## src/rtl/lcc_pkg.sv

```systemverilog
// Purpose: Constants for the LCD command decoder
// Assumes: 8-bit host bus, command/data port select
// Notes: Register indices are the controller's internal slots
package lcc_pkg;
    // Command codes
    localparam logic [7:0] CMD_DISP_OFF = 8'h58;
    localparam logic [7:0] CMD_DISP_ON = 8'h59;
    localparam logic [7:0] CMD_CURSOR_LOAD = 8'h46;
    localparam logic [7:0] CMD_CURSOR_SHAPE = 8'h5D;
    localparam logic [7:0] CMD_HEADING_BASE = 8'h4C;
    localparam logic [7:0] CMD_MEM_WRITE = 8'h42;
    localparam logic [7:0] CMD_HEADING_MASK = 8'hFC;
    // Register slots
    localparam logic [7:0] REG_LINE_PITCH_LO = 8'h06;
    localparam logic [7:0] REG_LINE_PITCH_HI = 8'h07;
    localparam logic [7:0] REG_DISPLAY_ENABLE = 8'h09;
    localparam logic [7:0] REG_BLOCK_ATTR = 8'h0A;
    localparam logic [7:0] REG_CURSOR_WIDTH = 8'h15;
    localparam logic [7:0] REG_CURSOR_HEIGHT = 8'h16;
    localparam logic [7:0] REG_SHIFT_DIR = 8'h17;
    localparam logic [7:0] REG_CURSOR_LO = 8'h1C;
    localparam logic [7:0] REG_CURSOR_HI = 8'h1D;
    // Field positions
    localparam int DISP_EN_BIT = 0;
    localparam int BLOCK_SEL_BIT = 7;
    // Shift directions, bits 1-0 of the direction register
    localparam logic [1:0] DIR_RIGHT = 2'h0;
    localparam logic [1:0] DIR_DOWN = 2'h3;
    // Reset values
    localparam logic [7:0] RST_BYTE = 8'h00;
    localparam logic [15:0] RST_PITCH = 16'h0080;
endpackage

```

## src/rtl/lcc_decoder.sv

```systemverilog
// Purpose: Command interpreter of a graphics LCD controller
// Assumes: Host strobes are synchronous to clk_i
// Notes: Display memory is written through a one-cycle strobe port
`timescale 1ns/1ps
module lcc_decoder #(
    parameter int ADDR_W = 16
) (
    input wire logic clk_i,
    input wire logic rst_n_i,
    input wire logic wr_i,
    input wire logic cmd_sel_i,
    input wire logic [7:0] wdata_i,
    input wire logic [15:0] line_pitch_i,
    output logic display_on_o,
    output logic [1:0] cursor_flash_field_o,
    output logic [1:0] block_one_attr_o,
    output logic [1:0] block_two_four_attr_o,
    output logic [1:0] block_three_attr_o,
    output logic [3:0] cursor_width_field_o,
    output logic [3:0] cursor_height_field_o,
    output logic cursor_block_select_o,
    output logic [1:0] shift_dir_o,
    output logic [ADDR_W-1:0] cursor_addr_o,
    output logic mem_we_o,
    output logic [ADDR_W-1:0] mem_addr_o,
    output logic [7:0] mem_data_o
);
    typedef enum logic [2:0] {
        ST_IDLE, ST_DISP, ST_LOAD, ST_SHAPE, ST_MEMORY_WRITE_CMD
    } lcc_state_t;

    lcc_state_t state_r;
    logic [3:0] param_idx_r;
    logic [7:0] display_enable_ctrl_r;
    logic [7:0] block_attribute_ctrl_r;
    logic [7:0] cursor_width_cfg_r;
    logic [7:0] cursor_height_style_cfg_r;
    logic [7:0] cursor_shift_dir_cfg_r;
    logic [7:0] cursor_addr_low_r;
    logic [7:0] cursor_addr_high_r;
    logic [ADDR_W-1:0] cursor_nxt;
    logic cmd_wr;
    logic data_wr;
    logic first_slot;
    logic second_slot;
    logic memory_write_cmd_byte;
    logic [ADDR_W-1:0] cursor_cur;

    assign cmd_wr = wr_i & cmd_sel_i;
    assign data_wr = wr_i & ~cmd_sel_i;

    // Slot decode shared by every parameter register
    assign first_slot = data_wr && param_idx_r == 4'h0;
    assign second_slot = data_wr && param_idx_r == 4'h1;

    // One stored byte per data strobe while streaming
    assign memory_write_cmd_byte = data_wr && state_r == ST_MEMORY_WRITE_CMD;

    // Cursor pair as one address, cast so the width stays explicit
    assign cursor_cur = ADDR_W'({cursor_addr_high_r, cursor_addr_low_r});

    // Address step after each stored byte
    function automatic logic [ADDR_W-1:0] step_addr(
        input logic [ADDR_W-1:0] addr,
        input logic [1:0] dir,
        input logic [15:0] pitch
    );
        logic [ADDR_W-1:0] step;
        // Down moves a whole line, any other heading one byte
        if (dir == lcc_pkg::DIR_DOWN)
            step = ADDR_W'(pitch);
        else
            step = ADDR_W'(1);
        return addr + step;
    endfunction

    // Pitch is read live: change it only between write streams
    assign cursor_nxt = step_addr(
        cursor_cur, shift_dir_o,
        line_pitch_i);

    // Sequencer: a code opens a frame, data bytes fill its slots
    always_ff @(posedge clk_i or negedge rst_n_i)
    begin
        if (!rst_n_i)
        begin
            state_r <= ST_IDLE;
            param_idx_r <= 4'h0;
        end
        else if (cmd_wr)
        begin
            param_idx_r <= 4'h0;
            case (wdata_i)
                lcc_pkg::CMD_DISP_OFF: state_r <= ST_DISP;
                lcc_pkg::CMD_DISP_ON: state_r <= ST_DISP;
                lcc_pkg::CMD_CURSOR_LOAD: state_r <= ST_LOAD;
                lcc_pkg::CMD_CURSOR_SHAPE: state_r <= ST_SHAPE;
                lcc_pkg::CMD_MEM_WRITE: state_r <= ST_MEMORY_WRITE_CMD;
                default: state_r <= ST_IDLE;
            endcase
        end
        else if (data_wr && param_idx_r != 4'hF)
        begin
            // Saturate so long streams never wrap into slot zero
            param_idx_r <= param_idx_r + 4'h1;
        end
    end

    // Display enable and block attributes
    always_ff @(posedge clk_i or negedge rst_n_i)
    begin
        if (!rst_n_i)
        begin
            display_enable_ctrl_r <= lcc_pkg::RST_BYTE;
            block_attribute_ctrl_r <= lcc_pkg::RST_BYTE;
        end
        else if (cmd_wr && wdata_i == lcc_pkg::CMD_DISP_OFF)
            display_enable_ctrl_r[lcc_pkg::DISP_EN_BIT] <= 1'b0;
        else if (cmd_wr && wdata_i == lcc_pkg::CMD_DISP_ON)
            display_enable_ctrl_r[lcc_pkg::DISP_EN_BIT] <= 1'b1;
        // Parameter slot taken after either display code
        else if (first_slot && state_r == ST_DISP)
            block_attribute_ctrl_r <= wdata_i;
    end

    // Cursor shape
    always_ff @(posedge clk_i or negedge rst_n_i)
    begin
        if (!rst_n_i)
        begin
            cursor_width_cfg_r <= lcc_pkg::RST_BYTE;
            cursor_height_style_cfg_r <= lcc_pkg::RST_BYTE;
        end
        else if (data_wr && state_r == ST_SHAPE)
        begin
            if (first_slot)
                cursor_width_cfg_r <= wdata_i;
            else if (second_slot)
                cursor_height_style_cfg_r <= wdata_i;
        end
    end

    // Heading family: code low bits carry the direction
    always_ff @(posedge clk_i or negedge rst_n_i)
    begin
        if (!rst_n_i)
            cursor_shift_dir_cfg_r <= lcc_pkg::RST_BYTE;
        else if (cmd_wr && (wdata_i & lcc_pkg::CMD_HEADING_MASK) ==
                 lcc_pkg::CMD_HEADING_BASE)
            cursor_shift_dir_cfg_r <= {6'h00, wdata_i[1:0]};
    end

    // Cursor address: loaded by parameters, stepped by writes
    always_ff @(posedge clk_i or negedge rst_n_i)
    begin
        if (!rst_n_i)
        begin
            cursor_addr_low_r <= lcc_pkg::RST_BYTE;
            cursor_addr_high_r <= lcc_pkg::RST_BYTE;
        end
        else if (data_wr && state_r == ST_LOAD)
        begin
            if (first_slot)
                cursor_addr_low_r <= wdata_i;
            else if (second_slot)
                cursor_addr_high_r <= wdata_i;
        end
        // Streaming steps the cursor as the byte is stored
        else if (memory_write_cmd_byte)
        begin
            cursor_addr_low_r <= cursor_nxt[7:0];
            cursor_addr_high_r <= cursor_nxt[15:8];
        end
    end

    // Memory write strobe, one cycle per byte
    always_ff @(posedge clk_i or negedge rst_n_i)
    begin
        if (!rst_n_i)
        begin
            mem_we_o <= 1'b0;
            mem_addr_o <= '0;
            mem_data_o <= lcc_pkg::RST_BYTE;
        end
        else
        begin
            mem_we_o <= memory_write_cmd_byte;
            if (memory_write_cmd_byte)
            begin
                // Address before the step; the cursor moves on in parallel
                mem_addr_o <= cursor_cur;
                mem_data_o <= wdata_i;
            end
        end
    end

    // Host is trusted to blank first; no ordering is enforced
    assign display_on_o = display_enable_ctrl_r[lcc_pkg::DISP_EN_BIT];
    assign cursor_flash_field_o = block_attribute_ctrl_r[1:0];
    assign block_one_attr_o = block_attribute_ctrl_r[3:2];
    assign block_two_four_attr_o = block_attribute_ctrl_r[5:4];
    assign block_three_attr_o = block_attribute_ctrl_r[7:6];
    assign cursor_width_field_o = cursor_width_cfg_r[3:0];
    assign cursor_height_field_o = cursor_height_style_cfg_r[3:0];
    assign cursor_block_select_o =
        cursor_height_style_cfg_r[lcc_pkg::BLOCK_SEL_BIT];
    assign shift_dir_o = cursor_shift_dir_cfg_r[1:0];
    assign cursor_addr_o = cursor_cur;
endmodule

```

## config.mk

```make
export PLATFORM = sky130hd
export DESIGN_NAME = lcc_decoder
export DESIGN_NICKNAME = d
export VERILOG_FILES = /design/src/rtl/lcc_pkg.sv /design/src/rtl/lcc_decoder.sv
export SDC_FILE = /design/constraint.sdc
export NUM_CORES = 1
export LEC_CHECK = 0
export ABC_AREA = 1
export BUFFER_PORTS_ARGS = -buffer_cell sky130_fd_sc_hd__buf_4
export CAP_MARGIN = 20
export CORE_MARGIN = 4
export CORE_UTILIZATION = 41
export CTS_CLUSTER_DIAMETER = 50
export DETAILED_ROUTE_END_ITERATION = 8
export HOLD_SLACK_MARGIN = 0.03
export SLEW_MARGIN = 5
export SYNTH_ARGS = -nofsm -noshare
export SYNTH_HDL_FRONTEND = slang
export SYNTH_SLANG_ARGS = --single-unit
```

## constraint.sdc

```tcl
create_clock -name clk_i -period 3 [get_ports clk_i]
set_input_delay 0.45 -clock clk_i [delete_from_list [all_inputs] [get_ports clk_i]]
set_output_delay 0.45 -clock clk_i [all_outputs]
set_load 0.02 [all_outputs]
```

## After elaboration in Yosys (flattened, before gate mapping)

Cells that the tools add are included.

| storage, ports and cells | value |
|---|---|
| register bits | 71 |
| input bits | 28 |
| output and inout bits | 61 |
| logic and storage cells | 69 |

| operators by class | value |
|---|---|
| add/sub/neg operators | 2 |
| equality and inequality tests | 16 |
| multiplexer cells | 13 |
| bitwise logic cells | 6 |
| reductions and logical operators | 20 |

Operator list:

| operator | number |
|---|---|
| 8-bit 2-to-1 mux | 7 |
| 8-bit by 7-bit == test with 1-bit output, second input constant | 5 |
| 16-bit adder | 1 |
| 16-bit 2-to-1 mux | 1 |
| 3-bit one-hot mux with 4 select lines | 1 |
| 1-bit logical AND | 10 |
| 3-bit AND reduction | 3 |
| 4-bit 2-to-1 mux | 2 |
| 3-bit by 2-bit == test with 1-bit output, second input constant | 2 |
| 6-bit by 5-bit == test with 1-bit output, second input constant | 1 |
| 2-bit != test, second input constant | 3 |
| 2-bit nonzero test | 3 |
| 4-bit by 1-bit adder with 4-bit output, second input constant | 1 |
| 4-bit by 1-bit == test with 1-bit output, second input constant | 1 |
| 4-bit zero test | 1 |
| 4-bit != test, second input constant | 1 |
| 1-bit NOT | 4 |
| 2-bit AND reduction | 2 |
| 3-bit by 1-bit == test with 1-bit output, second input constant | 1 |
| 3-bit == test, second input constant | 1 |
| 1-bit bitwise AND | 2 |
| 2-bit == test, second input constant | 1 |
| 1-bit 2-to-1 mux | 2 |
| 2-bit OR reduction | 1 |

## Depth between registers and ports, before layout

Gate-level depths: netlist of run 1.

| depth | value |
|---|---|
| word-level depth | 6 |
| depth in mapped cells | 13 |

## Least setup slack after synthesis of run 1

Ideal clock, no wire load.

| timing path | value |
|---|---|
| kind | register to register |
| start point | register cursor_shift_dir_cfg_r[1] |
| end point | register cursor_addr_low_r[6] |
| setup time | 134 ps |
| arrival | 2,141 ps |
| required time | 2,866 ps |
| path slack | 725 ps |
| stages on the path, launching flop included | 12 |
| buffers on the path | 0 |
| cells stage by stage | dfrtp_1 -> nand2_1 -> or2_2 -> ha_1 -> fa_1 -> nand2_1 -> nand2_1 -> nand3b_1 -> nand2_1 -> or2_2 -> nand3_1 -> a22oi_1 |

| on the way | value |
|---|---|
| longest elaborated chain between the ends | 5 |

Ends and longest elaborated chain:

| item | line | RTL |
|---|---|---|
| start, declared | lcc_decoder.sv:38 | `logic [7:0] cursor_shift_dir_cfg_r;` |
| start signal, assigned | lcc_decoder.sv:147 | `cursor_shift_dir_cfg_r <= lcc_pkg::RST_BYTE;` |
| start signal, assigned | lcc_decoder.sv:150 | `cursor_shift_dir_cfg_r <= {6'h00, wdata_i[1:0]};` |
| 2-bit == test | lcc_decoder.sv:70 | `if (dir == lcc_pkg::DIR_DOWN)` |
| 16-bit 2-to-1 mux | lcc_decoder.sv:70 |  |
| 16-bit adder | lcc_decoder.sv:74 | `return addr + step;` |
| 8-bit 2-to-1 mux | lcc_decoder.sv:169 | `else if (memory_write_cmd_byte)` |
| 8-bit 2-to-1 mux | lcc_decoder.sv:161 | `else if (data_wr && state_r == ST_LOAD)` |
| end signal, assigned | lcc_decoder.sv:158 | `cursor_addr_low_r <= lcc_pkg::RST_BYTE;` |
| end signal, assigned | lcc_decoder.sv:164 | `cursor_addr_low_r <= wdata_i;` |
| end signal, assigned | lcc_decoder.sv:171 | `cursor_addr_low_r <= cursor_nxt[7:0];` |
| end, declared | lcc_decoder.sv:39 | `logic [7:0] cursor_addr_low_r;` |

Every way passes these cells. The select of a mux whose other input is x is not followed.
A chain may end at the register's enable or synchronous reset.

## Final worst setup path of run 1

Same ends and word-level chain as after synthesis.

==> flow_metrics.env, run 1 <==
export IMPL_drcViolationCount=0
export IMPL_rsz0062_at_grt="no"
export IMPL_start_util=0.422
export IMPL_die_y_um=106
export IMPL_setup_ws_ns=0.756
export IMPL_rrSetupSlack_ns=0.76
export IMPL_routed_wl_mm=10.6
export IMPL_cap_violations=0
export IMPL_slew_violations=0
export IMPL_nFillCells=960
export IMPL_vias=3597
export IMPL_grt_ovfl_total=0
export IMPL_ys_seq_area_frac=0.434
export IMPL_syn_area_mm2=0.00392
export IMPL_dpl_cell_area_mm2=0.00471
export IMPL_setup_worst_path_start_class="flop"
export IMPL_ant_nets=0
export IMPL_antenna_cells=0
export IMPL_area_delta_synth_final_pct=24.4
export IMPL_finalSetupTns_ns=0
export IMPL_gp_congestion=0.893
export IMPL_worst_clock_skew_ns=0.00956
export IMPL_grt_max_degree=69
export IMPL_drt_iter0_markers=243
export IMPL_whs_ns=0.212
export IMPL_status="finished clean"
export IMPL_ys_types=37
export IMPL_dpl_worst_slack_ns=0.637
export IMPL_ff2ff_path_depth=11
export IMPL_peakVddDrop_v=0.000405
export IMPL_insertion_delay_ns=0.35
export IMPL_regArea_mm2=0.00170
export IMPL_ios=89
export IMPL_clk_pin_slew_ns=0.08
export IMPL_fp_coreArea_mm2=0.00928
export IMPL_cp_end_kind="flop"
export IMPL_cts_sinks=68
export IMPL_r2r_end="cursor_addr_low_r[6]"
export IMPL_powerDensity_mw_per_mm2=742
export IMPL_syn_nets=567
export IMPL_drt_pre_antenna_iters=4
export IMPL_final_common_cell="nand2_1"
export IMPL_top_usage_layer="met2"
export IMPL_p_leak_nw=2.74
export IMPL_reg2reg_from="cursor_shift_dir_cfg_r[1]"
export IMPL_ctsHtreeMaxLevel=3
export IMPL_ys_ff_latch=68
export IMPL_design_area_mm2=0.00488
export IMPL_finalCritPeriodShare=0.748
export IMPL_dieArea_mm2=0.0112
export IMPL_cts_tree="done"
export IMPL_setup_violations=0
export IMPL_viasPerCell=4.82
export IMPL_hold_buffers=0
export IMPL_netlist_instances=520
export IMPL_clockBufferDepth=2
export IMPL_cts_resized=0
export IMPL_syn_area_per_cell_um2=7.54
export IMPL_final_cell_mix="nand2_1, buf_4, inv_1"
export IMPL_fmax_mhz=446
export IMPL_hpwl_mm=8.03
export IMPL_crit_type="reg -> reg"
export IMPL_hp_class="in -> async"
export IMPL_port_buffers=88
export IMPL_std_cell_rows=35
export IMPL_grt_usage=0.196
export IMPL_post_cts_setup_buffer_count=0
export IMPL_gr_usage_met2=0.297
export IMPL_worst_pin_slew_ns=0.868
export IMPL_path_max_fanout=4
export IMPL_antenna_found_initial=0
export IMPL_dieWidth_um=106
export IMPL_slew_headroom=0.421
export IMPL_grt_pass1_wl_mm=17.6
export IMPL_multiInputGateArea_mm2=0.00186
export IMPL_period_minus_slack_ns=2.24
export IMPL_use_met1=0.286
export IMPL_drive_above_1_share=0.216
export IMPL_ctsRootBufferMaster="clkbuf_8"
export IMPL_cp_arrival_ns=2.47
export IMPL_cp_required_ns=3.22
export IMPL_yosys_warnings=0
export IMPL_grt_pass1_vias=3435
export IMPL_cts_made_buffers=9
export IMPL_hold_viol=0
export IMPL_wire_per_inst_um=14.2
export IMPL_grt_use_met3=0.0429
export IMPL_fin_total_pwr_mw=3.62
export IMPL_nets=660
## cells by family (layout without fill, tap and decap cells)
group | Yosys count | in the layout | synth area share
buf+inv | 87 | 184 | 0.0903
xor+xnor | 2 | 2 | 0.00447
simple gates | 256 | 256 | 0.287
fa+ha+maj | 19 | 19 | 0.0626
flops | 68 | 68 | 0.434
compound gates | 88 | 88 | 0.122
## critical path, stage by stage, from the launching register on
cell and delay [ns]:
dfrtp_1 0.39, nand2_1 0.09, or2_2 0.28, ha_1 0.21
fa_1 0.41, nand2_1 0.08, nand2_1 0.06, nand3b_1 0.08
nand2_1 0.10, or2_2 0.29, nand3_1 0.07, a22oi_1 0.06
## state kept, by name, summed over array words and instances (netlist names)
name / flops
cursor_shift_dir_cfg_r: 2
cursor_addr_low_r: 8
mem_addr_o: 16
param_idx_r: 4
block_attribute_ctrl_r: 8
mem_we_o: 1
cursor_width_cfg_r: 4
display_on_o: 1
state_r: 3
cursor_height_style_cfg_r: 5
mem_data_o: 8
cursor_addr_high_r: 8
## metrics by stage
step            util  instances
2_1_floorplan      -        520
3_3_place_gp   0.508        731
3_5_place_dp   0.508        731
4_1_cts        0.525        746
5_1_grt        0.525        746
6_report       0.525        746
## final cells by class
| class | count | share of cell area |
|---|---|---|
| clock buffer | 9 | 0.0254 |
| clock inverter | 6 | 0.00847 |
| inverter | 77 | 0.0603 |
| multi-input combinational | 365 | 0.382 |
| sequential | 68 | 0.349 |
| tap | 129 | 0.0331 |
| timing repair buffer | 92 | 0.142 |
## how the worst max path moves through the flow
stage	start	endpoint	slack, ns
after floorplan	cursor_shift_dir_cfg_r[1]	cursor_addr_low_r[6]	0.72
after global placement	line_pitch_i[0]	cursor_addr_low_r[6]	0.66
after detailed placement	line_pitch_i[0]	cursor_addr_low_r[6]	0.64
after CTS	cursor_shift_dir_cfg_r[1]	cursor_addr_low_r[6]	0.73
after global routing	cursor_shift_dir_cfg_r[1]	cursor_addr_high_r[2]	0.61
final	cursor_shift_dir_cfg_r[1]	cursor_addr_low_r[6]	0.76
## metal layers
metal / vias to the layer above / part of all wire
met1: 1655 / 0.50
met4: 0 / 0.0092
met5: - / 0
met3: 7 / 0.052
met2: 96 / 0.44
li1: 1839 / -
## report_power, final
group | switching, mW | leakage (nW) | internal [mW] | total (mW)
Combinational | 0.928 | 1.79 | 0.649 | 1.58
Sequential | 0.221 | 0.869 | 1.15 | 1.38
Clock | 0.372 | 0.0775 | 0.295 | 0.667
Total | 1.52 | 2.74 | 2.10 | 3.62
## synthesized netlist by cell type
library cell / number / area share
nand2_1: 156 / 0.15
inv_1: 69 / 0.066
dfrtp_1: 68 / 0.43
nor2_1: 47 / 0.045
o21ai_0: 29 / 0.037
a21oi_1: 25 / 0.032
o21ai_1: 22 / 0.028
nand3_1: 21 / 0.027
ha_1: 18 / 0.057
a22oi_1: 7 / 0.013
inv_2: 6 / 0.0057
and2_1: 4 / 0.0064
clkbuf_1: 4 / 0.0038
nand3b_1: 4 / 0.0077
or2_2: 4 / 0.0064
buf_2: 3 / 0.0038
nand3_2: 3 / 0.0077
nand4_1: 3 / 0.0048
nor2_2: 3 / 0.0048
buf_6: 2 / 0.0057
inv_4: 2 / 0.0032
nand2_4: 2 / 0.0057
nor3_1: 2 / 0.0026
o22ai_1: 2 / 0.0032
xor2_1: 2 / 0.0045
a21oi_4: 1 / 0.0042
a22o_1: 1 / 0.0022
buf_4: 1 / 0.0019
fa_1: 1 / 0.0051
nand2_2: 1 / 0.0016
nand4_2: 1 / 0.0032
nor2_4: 1 / 0.0029
nor3b_2: 1 / 0.0032
nor4_1: 1 / 0.0016
nor4_4: 1 / 0.0054
o21a_1: 1 / 0.0019
or2_1: 1 / 0.0016
(Power assumes the default switching activity.)
==> run 2: changes to the inputs <==
==> constraint.sdc (replaced) <==
create_clock -name clk_i -period 2.32 [get_ports clk_i]
set_input_delay 0.348 -clock clk_i [delete_from_list [all_inputs] [get_ports clk_i]]
set_output_delay 0.348 -clock clk_i [all_outputs]
set_load 0.02 [all_outputs]
==> run 2 against run 1 <==
Global-route usage is 0.075 points lower. Count of clock-buffer cells in the layout increased by 1. Non-clock buffer count grew 1. Cell area grew 0.90%. Combinational power grew 30%. Sequential power increased by 29%. Final cell count up 0.13%. Utilization rose by 0.47 points. Flip-flop and latch count is the same. Wire length decreased by 0.45%. Register-to-register slack got worse by 0.56 ns. Largest cell class unchanged.
==> flow_metrics.env, run 2 (synthesis gave the netlist of run 1 again) <==
export IMPL_top_register="mem_addr_o"
export IMPL_cts_resized=0
export IMPL_fmax_mhz=472
export IMPL_grt_pass1_wl_mm=17.6
export IMPL_cts_sinks=68
export IMPL_cp_arrival_ns=2.34
export IMPL_crit_type="reg -> reg"
export IMPL_status="finished clean"
export IMPL_slowest_stage="dfrtp_1"
export IMPL_area_delta_synth_final_pct=25.5
export IMPL_cp_cell_sequence="nand2_1, or2_2, ha_1, fa_2, nand2_1, nand2_1, nand3b_1, nand2_1, or2_2, nand3_1, a22oi_1"
export IMPL_reg2reg_from="cursor_shift_dir_cfg_r[1]"
export IMPL_final_cell_mix="nand2_1, buf_4, inv_1"
export IMPL_critical_path_top_delay_family="simple AND/OR/NAND/NOR gates"
export IMPL_rsz0062_at_grt="no"
export IMPL_ctsRootBufferMaster="clkbuf_8"
export IMPL_hold_viol=0
export IMPL_peakVddDrop_v=0.000438
export IMPL_clockBufferDepth=2
export IMPL_antenna_found_initial=0
export IMPL_wire_per_inst_um=14.1
export IMPL_crit_top_cell="nand2_1"
export IMPL_ctsHtreeMaxLevel=3
export IMPL_die_y_um=106
export IMPL_gp_congestion=0.901
export IMPL_nets=661
export IMPL_drt_pre_antenna_iters=4
export IMPL_port_buffers=88
export IMPL_dpl_worst_slack_ns=0.0832
export IMPL_slew_violations=0
export IMPL_drt_iter0_markers=157
export IMPL_hpwl_mm=7.92
export IMPL_antenna_cells=0
export IMPL_max_stage_delay_ns=0.36
export IMPL_cts_made_buffers=9
export IMPL_setup_worst_path_start_class="flop"
export IMPL_routed_wl_mm=10.6
export IMPL_p_leak_nw=2.75
export IMPL_cp_end_kind="flop"
export IMPL_setup_violations=0
export IMPL_dieArea_mm2=0.0112
export IMPL_grt_ovfl_total=0
export IMPL_finalCritPeriodShare=0.914
export IMPL_cp_num_buf_inv=0
export IMPL_drive_above_1_share=0.218
export IMPL_insertion_delay_ns=0.34
export IMPL_powerDensity_mw_per_mm2=983
export IMPL_cp_startpoint="cursor_shift_dir_cfg_r[1]"
export IMPL_start_util=0.422
export IMPL_grt_max_degree=69
export IMPL_std_cell_rows=35
export IMPL_grt_usage=0.195
export IMPL_drcViolationCount=0
export IMPL_cts_tree="done"
export IMPL_fp_coreArea_mm2=0.00928
export IMPL_ant_nets=0
export IMPL_ios=89
export IMPL_finalSetupTns_ns=0
export IMPL_path_max_fanout=4
export IMPL_worst_pin_slew_ns=0.879
export IMPL_setup_ws_ns=0.200
export IMPL_grt_pass1_vias=3499
export IMPL_hold_buffers=0
export IMPL_vias=3594
export IMPL_final_common_cell="nand2_1"
export IMPL_hp_class="in -> async"
export IMPL_largest_reg_flops=16
export IMPL_viasPerCell=4.81
export IMPL_postLayoutCoreUtil=0.530
export IMPL_worst_clock_skew_ns=0.0151
export IMPL_period_minus_slack_ns=2.12
export IMPL_post_cts_setup_buffer_count=0
export IMPL_cap_violations=0
export IMPL_cp_required_ns=2.54
export IMPL_clk_pin_slew_ns=0.08
export IMPL_fin_total_pwr_mw=4.84
export IMPL_slew_headroom=0.414
export IMPL_dieWidth_um=106
export IMPL_nFillCells=951
## run 2: final cells by class
cell class	count	area, um^2	area share
Timing Repair Buffer	93	698	0.142
Multi-Input combinational cell	365	1870	0.379
Sequential cell	68	1700	0.346
Inverter	77	294	0.0598
Tap cell	129	161	0.0328
Clock inverter	5	61.3	0.0125
Clock buffer	10	138	0.0280
## run 2: per-layer routing
| layer | global-route usage | routed length, um | vias to the layer above |
|---|---|---|---|
| met3 | 0.0349 | 586 | 14 |
| met4 | 0.0583 | 150 | 0 |
| li1 | - | - | 1839 |
| met2 | 0.311 | 4760 | 88 |
| met1 | 0.270 | 5060 | 1653 |
| met5 | 0 | 0 | - |
## run 2: metrics by stage
step                instance area, um^2  instances  hold WS, ns
finish                             4920        747        0.100
global route                       4920        747        0.185
CTS                                4920        747        0.155
detailed placement                 4720        732        0.460
global placement                   4720        732        0.457
floorplan                          3920        520       0.0524
## run 2: worst register-to-register path: cells and delay by family (launching register included)
family	cells	cell delay, ns
AO/OA/AOI/OAI	1	0.06
adder cells (fa/ha/maj)	2	0.57
flip-flops	1	0.36
AND/OR/NAND/NOR	8	1.01
## run 2: worst paths after layout
check | slack (ns) | depth (start not counted) | endpoint
min in group clk_i | 0.31 | 3 | state_r[1]
worst min register to register | 0.48 | 2 | mem_addr_o[8]
worst min-delay path | 0.10 | 1 | cursor_width_cfg_r[2]
worst max-delay path | 0.20 | 11 | cursor_addr_low_r[6]
worst max register to register | 0.20 | 11 | cursor_addr_low_r[6]
max in group asynchronous | 1.62 | 1 | mem_data_o[7]
## run 2: where the power goes
group | switching (mW) | total, mW | internal, mW
registers | 0.290 | 1.78 | 1.49
logic | 1.20 | 2.05 | 0.846
clock network | 0.482 | 1.01 | 0.524
==> run 3: changes to the inputs <==
--- a/config.mk
+++ b/config.mk
@@ -7,12 +7,12 @@
 export LEC_CHECK = 0
 export ABC_AREA = 1
 export BUFFER_PORTS_ARGS = -buffer_cell sky130_fd_sc_hd__buf_4
-export CAP_MARGIN = 20
 export CORE_MARGIN = 4
 export CORE_UTILIZATION = 41
+export CTS_BUF_LIST = sky130_fd_sc_hd__clkbuf_16
 export CTS_CLUSTER_DIAMETER = 50
 export DETAILED_ROUTE_END_ITERATION = 8
-export HOLD_SLACK_MARGIN = 0.03
+export HOLD_SLACK_MARGIN = 0.15
 export SLEW_MARGIN = 5
 export SYNTH_ARGS = -nofsm -noshare
 export SYNTH_HDL_FRONTEND = slang
==> run 3 against run 2 <==
Clock power up 35%. Via count is 0.45% higher. Maximum frequency increased by 0.23%. Die area unchanged. Sequential power hardly changed. Register-to-register slack about the same.
==> flow_metrics.env, run 3 (synthesis gave the netlist of run 1 again) <==
export IMPL_vias=3610
export IMPL_hold_viol=0
export IMPL_setup_violations=0
export IMPL_fp_coreArea_mm2=0.00928
export IMPL_post_cts_setup_buffer_count=0
export IMPL_path_max_fanout=4
export IMPL_drcViolationCount=0
export IMPL_port_buffers=88
export IMPL_powerDensity_mw_per_mm2=1040
export IMPL_finalSetupTns_ns=0
export IMPL_antenna_cells=0
export IMPL_ant_nets=0
export IMPL_worst_pin_slew_ns=0.878
export IMPL_grt_max_degree=69
export IMPL_nets=661
export IMPL_largest_reg_flops=16
export IMPL_hold_buffers=0
export IMPL_hpwl_mm=7.92
export IMPL_viasPerCell=4.83
export IMPL_status="finished clean"
export IMPL_cts_made_buffers=9
export IMPL_crit_type="reg -> reg"
export IMPL_wire_per_inst_um=14.3
export IMPL_regArea_mm2=0.00170
export IMPL_ctsRootBufferMaster="clkbuf_16"
export IMPL_die_y_um=106
export IMPL_gp_congestion=0.901
export IMPL_routed_wl_mm=10.7
export IMPL_final_common_cell="nand2_1"
export IMPL_multiInputGateArea_mm2=0.00187
export IMPL_nFillCells=933
export IMPL_insertion_delay_ns=0.33
export IMPL_cp_arrival_ns=2.31
export IMPL_slew_violations=0
export IMPL_rsz0062_at_grt="no"
export IMPL_clk_pin_slew_ns=0.06
export IMPL_ctsHtreeMaxLevel=3
export IMPL_p_leak_nw=2.80
export IMPL_drive_above_1_share=0.217
export IMPL_top_register="mem_addr_o"
export IMPL_fmax_mhz=473
export IMPL_setup_worst_path_start_class="flop"
export IMPL_finalCritPeriodShare=0.912
export IMPL_stdcell_count=747
export IMPL_std_cell_rows=35
export IMPL_period_minus_slack_ns=2.12
export IMPL_drt_iter0_markers=179
export IMPL_final_cell_mix="nand2_1, buf_4, inv_1"
export IMPL_peakVddDrop_v=0.000403
export IMPL_cts_tree="done"
export IMPL_area_delta_synth_final_pct=27.9
export IMPL_cp_required_ns=2.52
export IMPL_cts_resized=0
export IMPL_hp_class="in -> async"
export IMPL_drt_pre_antenna_iters=4
export IMPL_cts_sinks=68
export IMPL_dieArea_mm2=0.0112
export IMPL_grt_usage=0.197
export IMPL_grt_pass1_wl_mm=17.7
export IMPL_place_inst=732
export IMPL_grt_ovfl_total=0
export IMPL_worst_clock_skew_ns=0.00921
export IMPL_clockBufferDepth=2
export IMPL_cap_violations=0
export IMPL_cp_end_kind="flop"
export IMPL_slew_headroom=0.415
export IMPL_grt_pass1_vias=3499
export IMPL_start_util=0.422
export IMPL_dieWidth_um=106
export IMPL_ios=89
export IMPL_antenna_found_initial=0
run 3: cell types whose count changed in the layout (fill, tap and decap cells not counted), sizes merged:
cell,previous run,this run
clkinv,0,1
clkbuf,10,9
run 3: path summary, 6_finish.rpt:
check,from,depth (start not counted),slack (ns),endpoint
max,cursor_shift_dir_cfg_r[1],11,0.20,cursor_addr_low_r[6]
min,rst_n_i,1,0.14,cursor_width_cfg_r[2]
max reg2reg,cursor_shift_dir_cfg_r[1],11,0.20,cursor_addr_low_r[6]
min reg2reg,mem_addr_o[8],2,0.47,mem_addr_o[8]
max in group asynchronous,rst_n_i,1,1.61,mem_data_o[7]
min in group clk_i,wdata_i[2],3,0.32,state_r[1]
run 3: worst max-delay path: stages (launching register included):
cell and delay (ns):
dfrtp_1 0.35, nand2_1 0.07, or2_2 0.27, ha_1 0.21
fa_2 0.35, nand2_1 0.07, nand2_1 0.06, nand3b_1 0.09
nand2_1 0.10, or2_2 0.28, nand3_1 0.07, a22oi_1 0.06
run 3: metal layers:
metal  vias to the layer above  GRT usage  wire length [um]
li1                       1842          -                 -
met2                        98      0.308              4740
met3                        14     0.0386               580
met1                      1656      0.276              5200
met5                         -          0                 0
met4                         0     0.0611               135
run 3: layout make-up:
cell class / count / share of cell area
Multi-Input combinational cell: 365 / 0.372
Sequential cell: 68 / 0.339
Timing Repair Buffer: 93 / 0.139
Inverter: 77 / 0.0587
Clock buffer: 9 / 0.0449
Tap cell: 129 / 0.0322
Clock inverter: 6 / 0.0130
run 3: per-stage QoR:
| stage | total power, mW | setup WS, ns | util | hold slack (ns) | area [um^2] |
|---|---|---|---|---|---|
| global placement | 3.82 | 0.0823 | 0.508 | 0.457 | 4720 |
| global route | 5.55 | 0.00875 | 0.540 | 0.213 | 5010 |
| floorplan | 3.01 | 0.0445 | - | 0.0524 | 3920 |
| detailed placement | 3.86 | 0.0832 | 0.508 | 0.460 | 4720 |
| CTS | 5.23 | 0.140 | 0.540 | 0.176 | 5010 |
| finish | 5.19 | 0.205 | 0.540 | 0.139 | 5010 |
run 3: power by group:
| part | switching (mW) | total (mW) | internal [mW] |
|---|---|---|---|
| Sequential | 0.289 | 1.78 | 1.50 |
| Combinational | 1.21 | 2.05 | 0.845 |
| Clock | 0.533 | 1.36 | 0.826 |
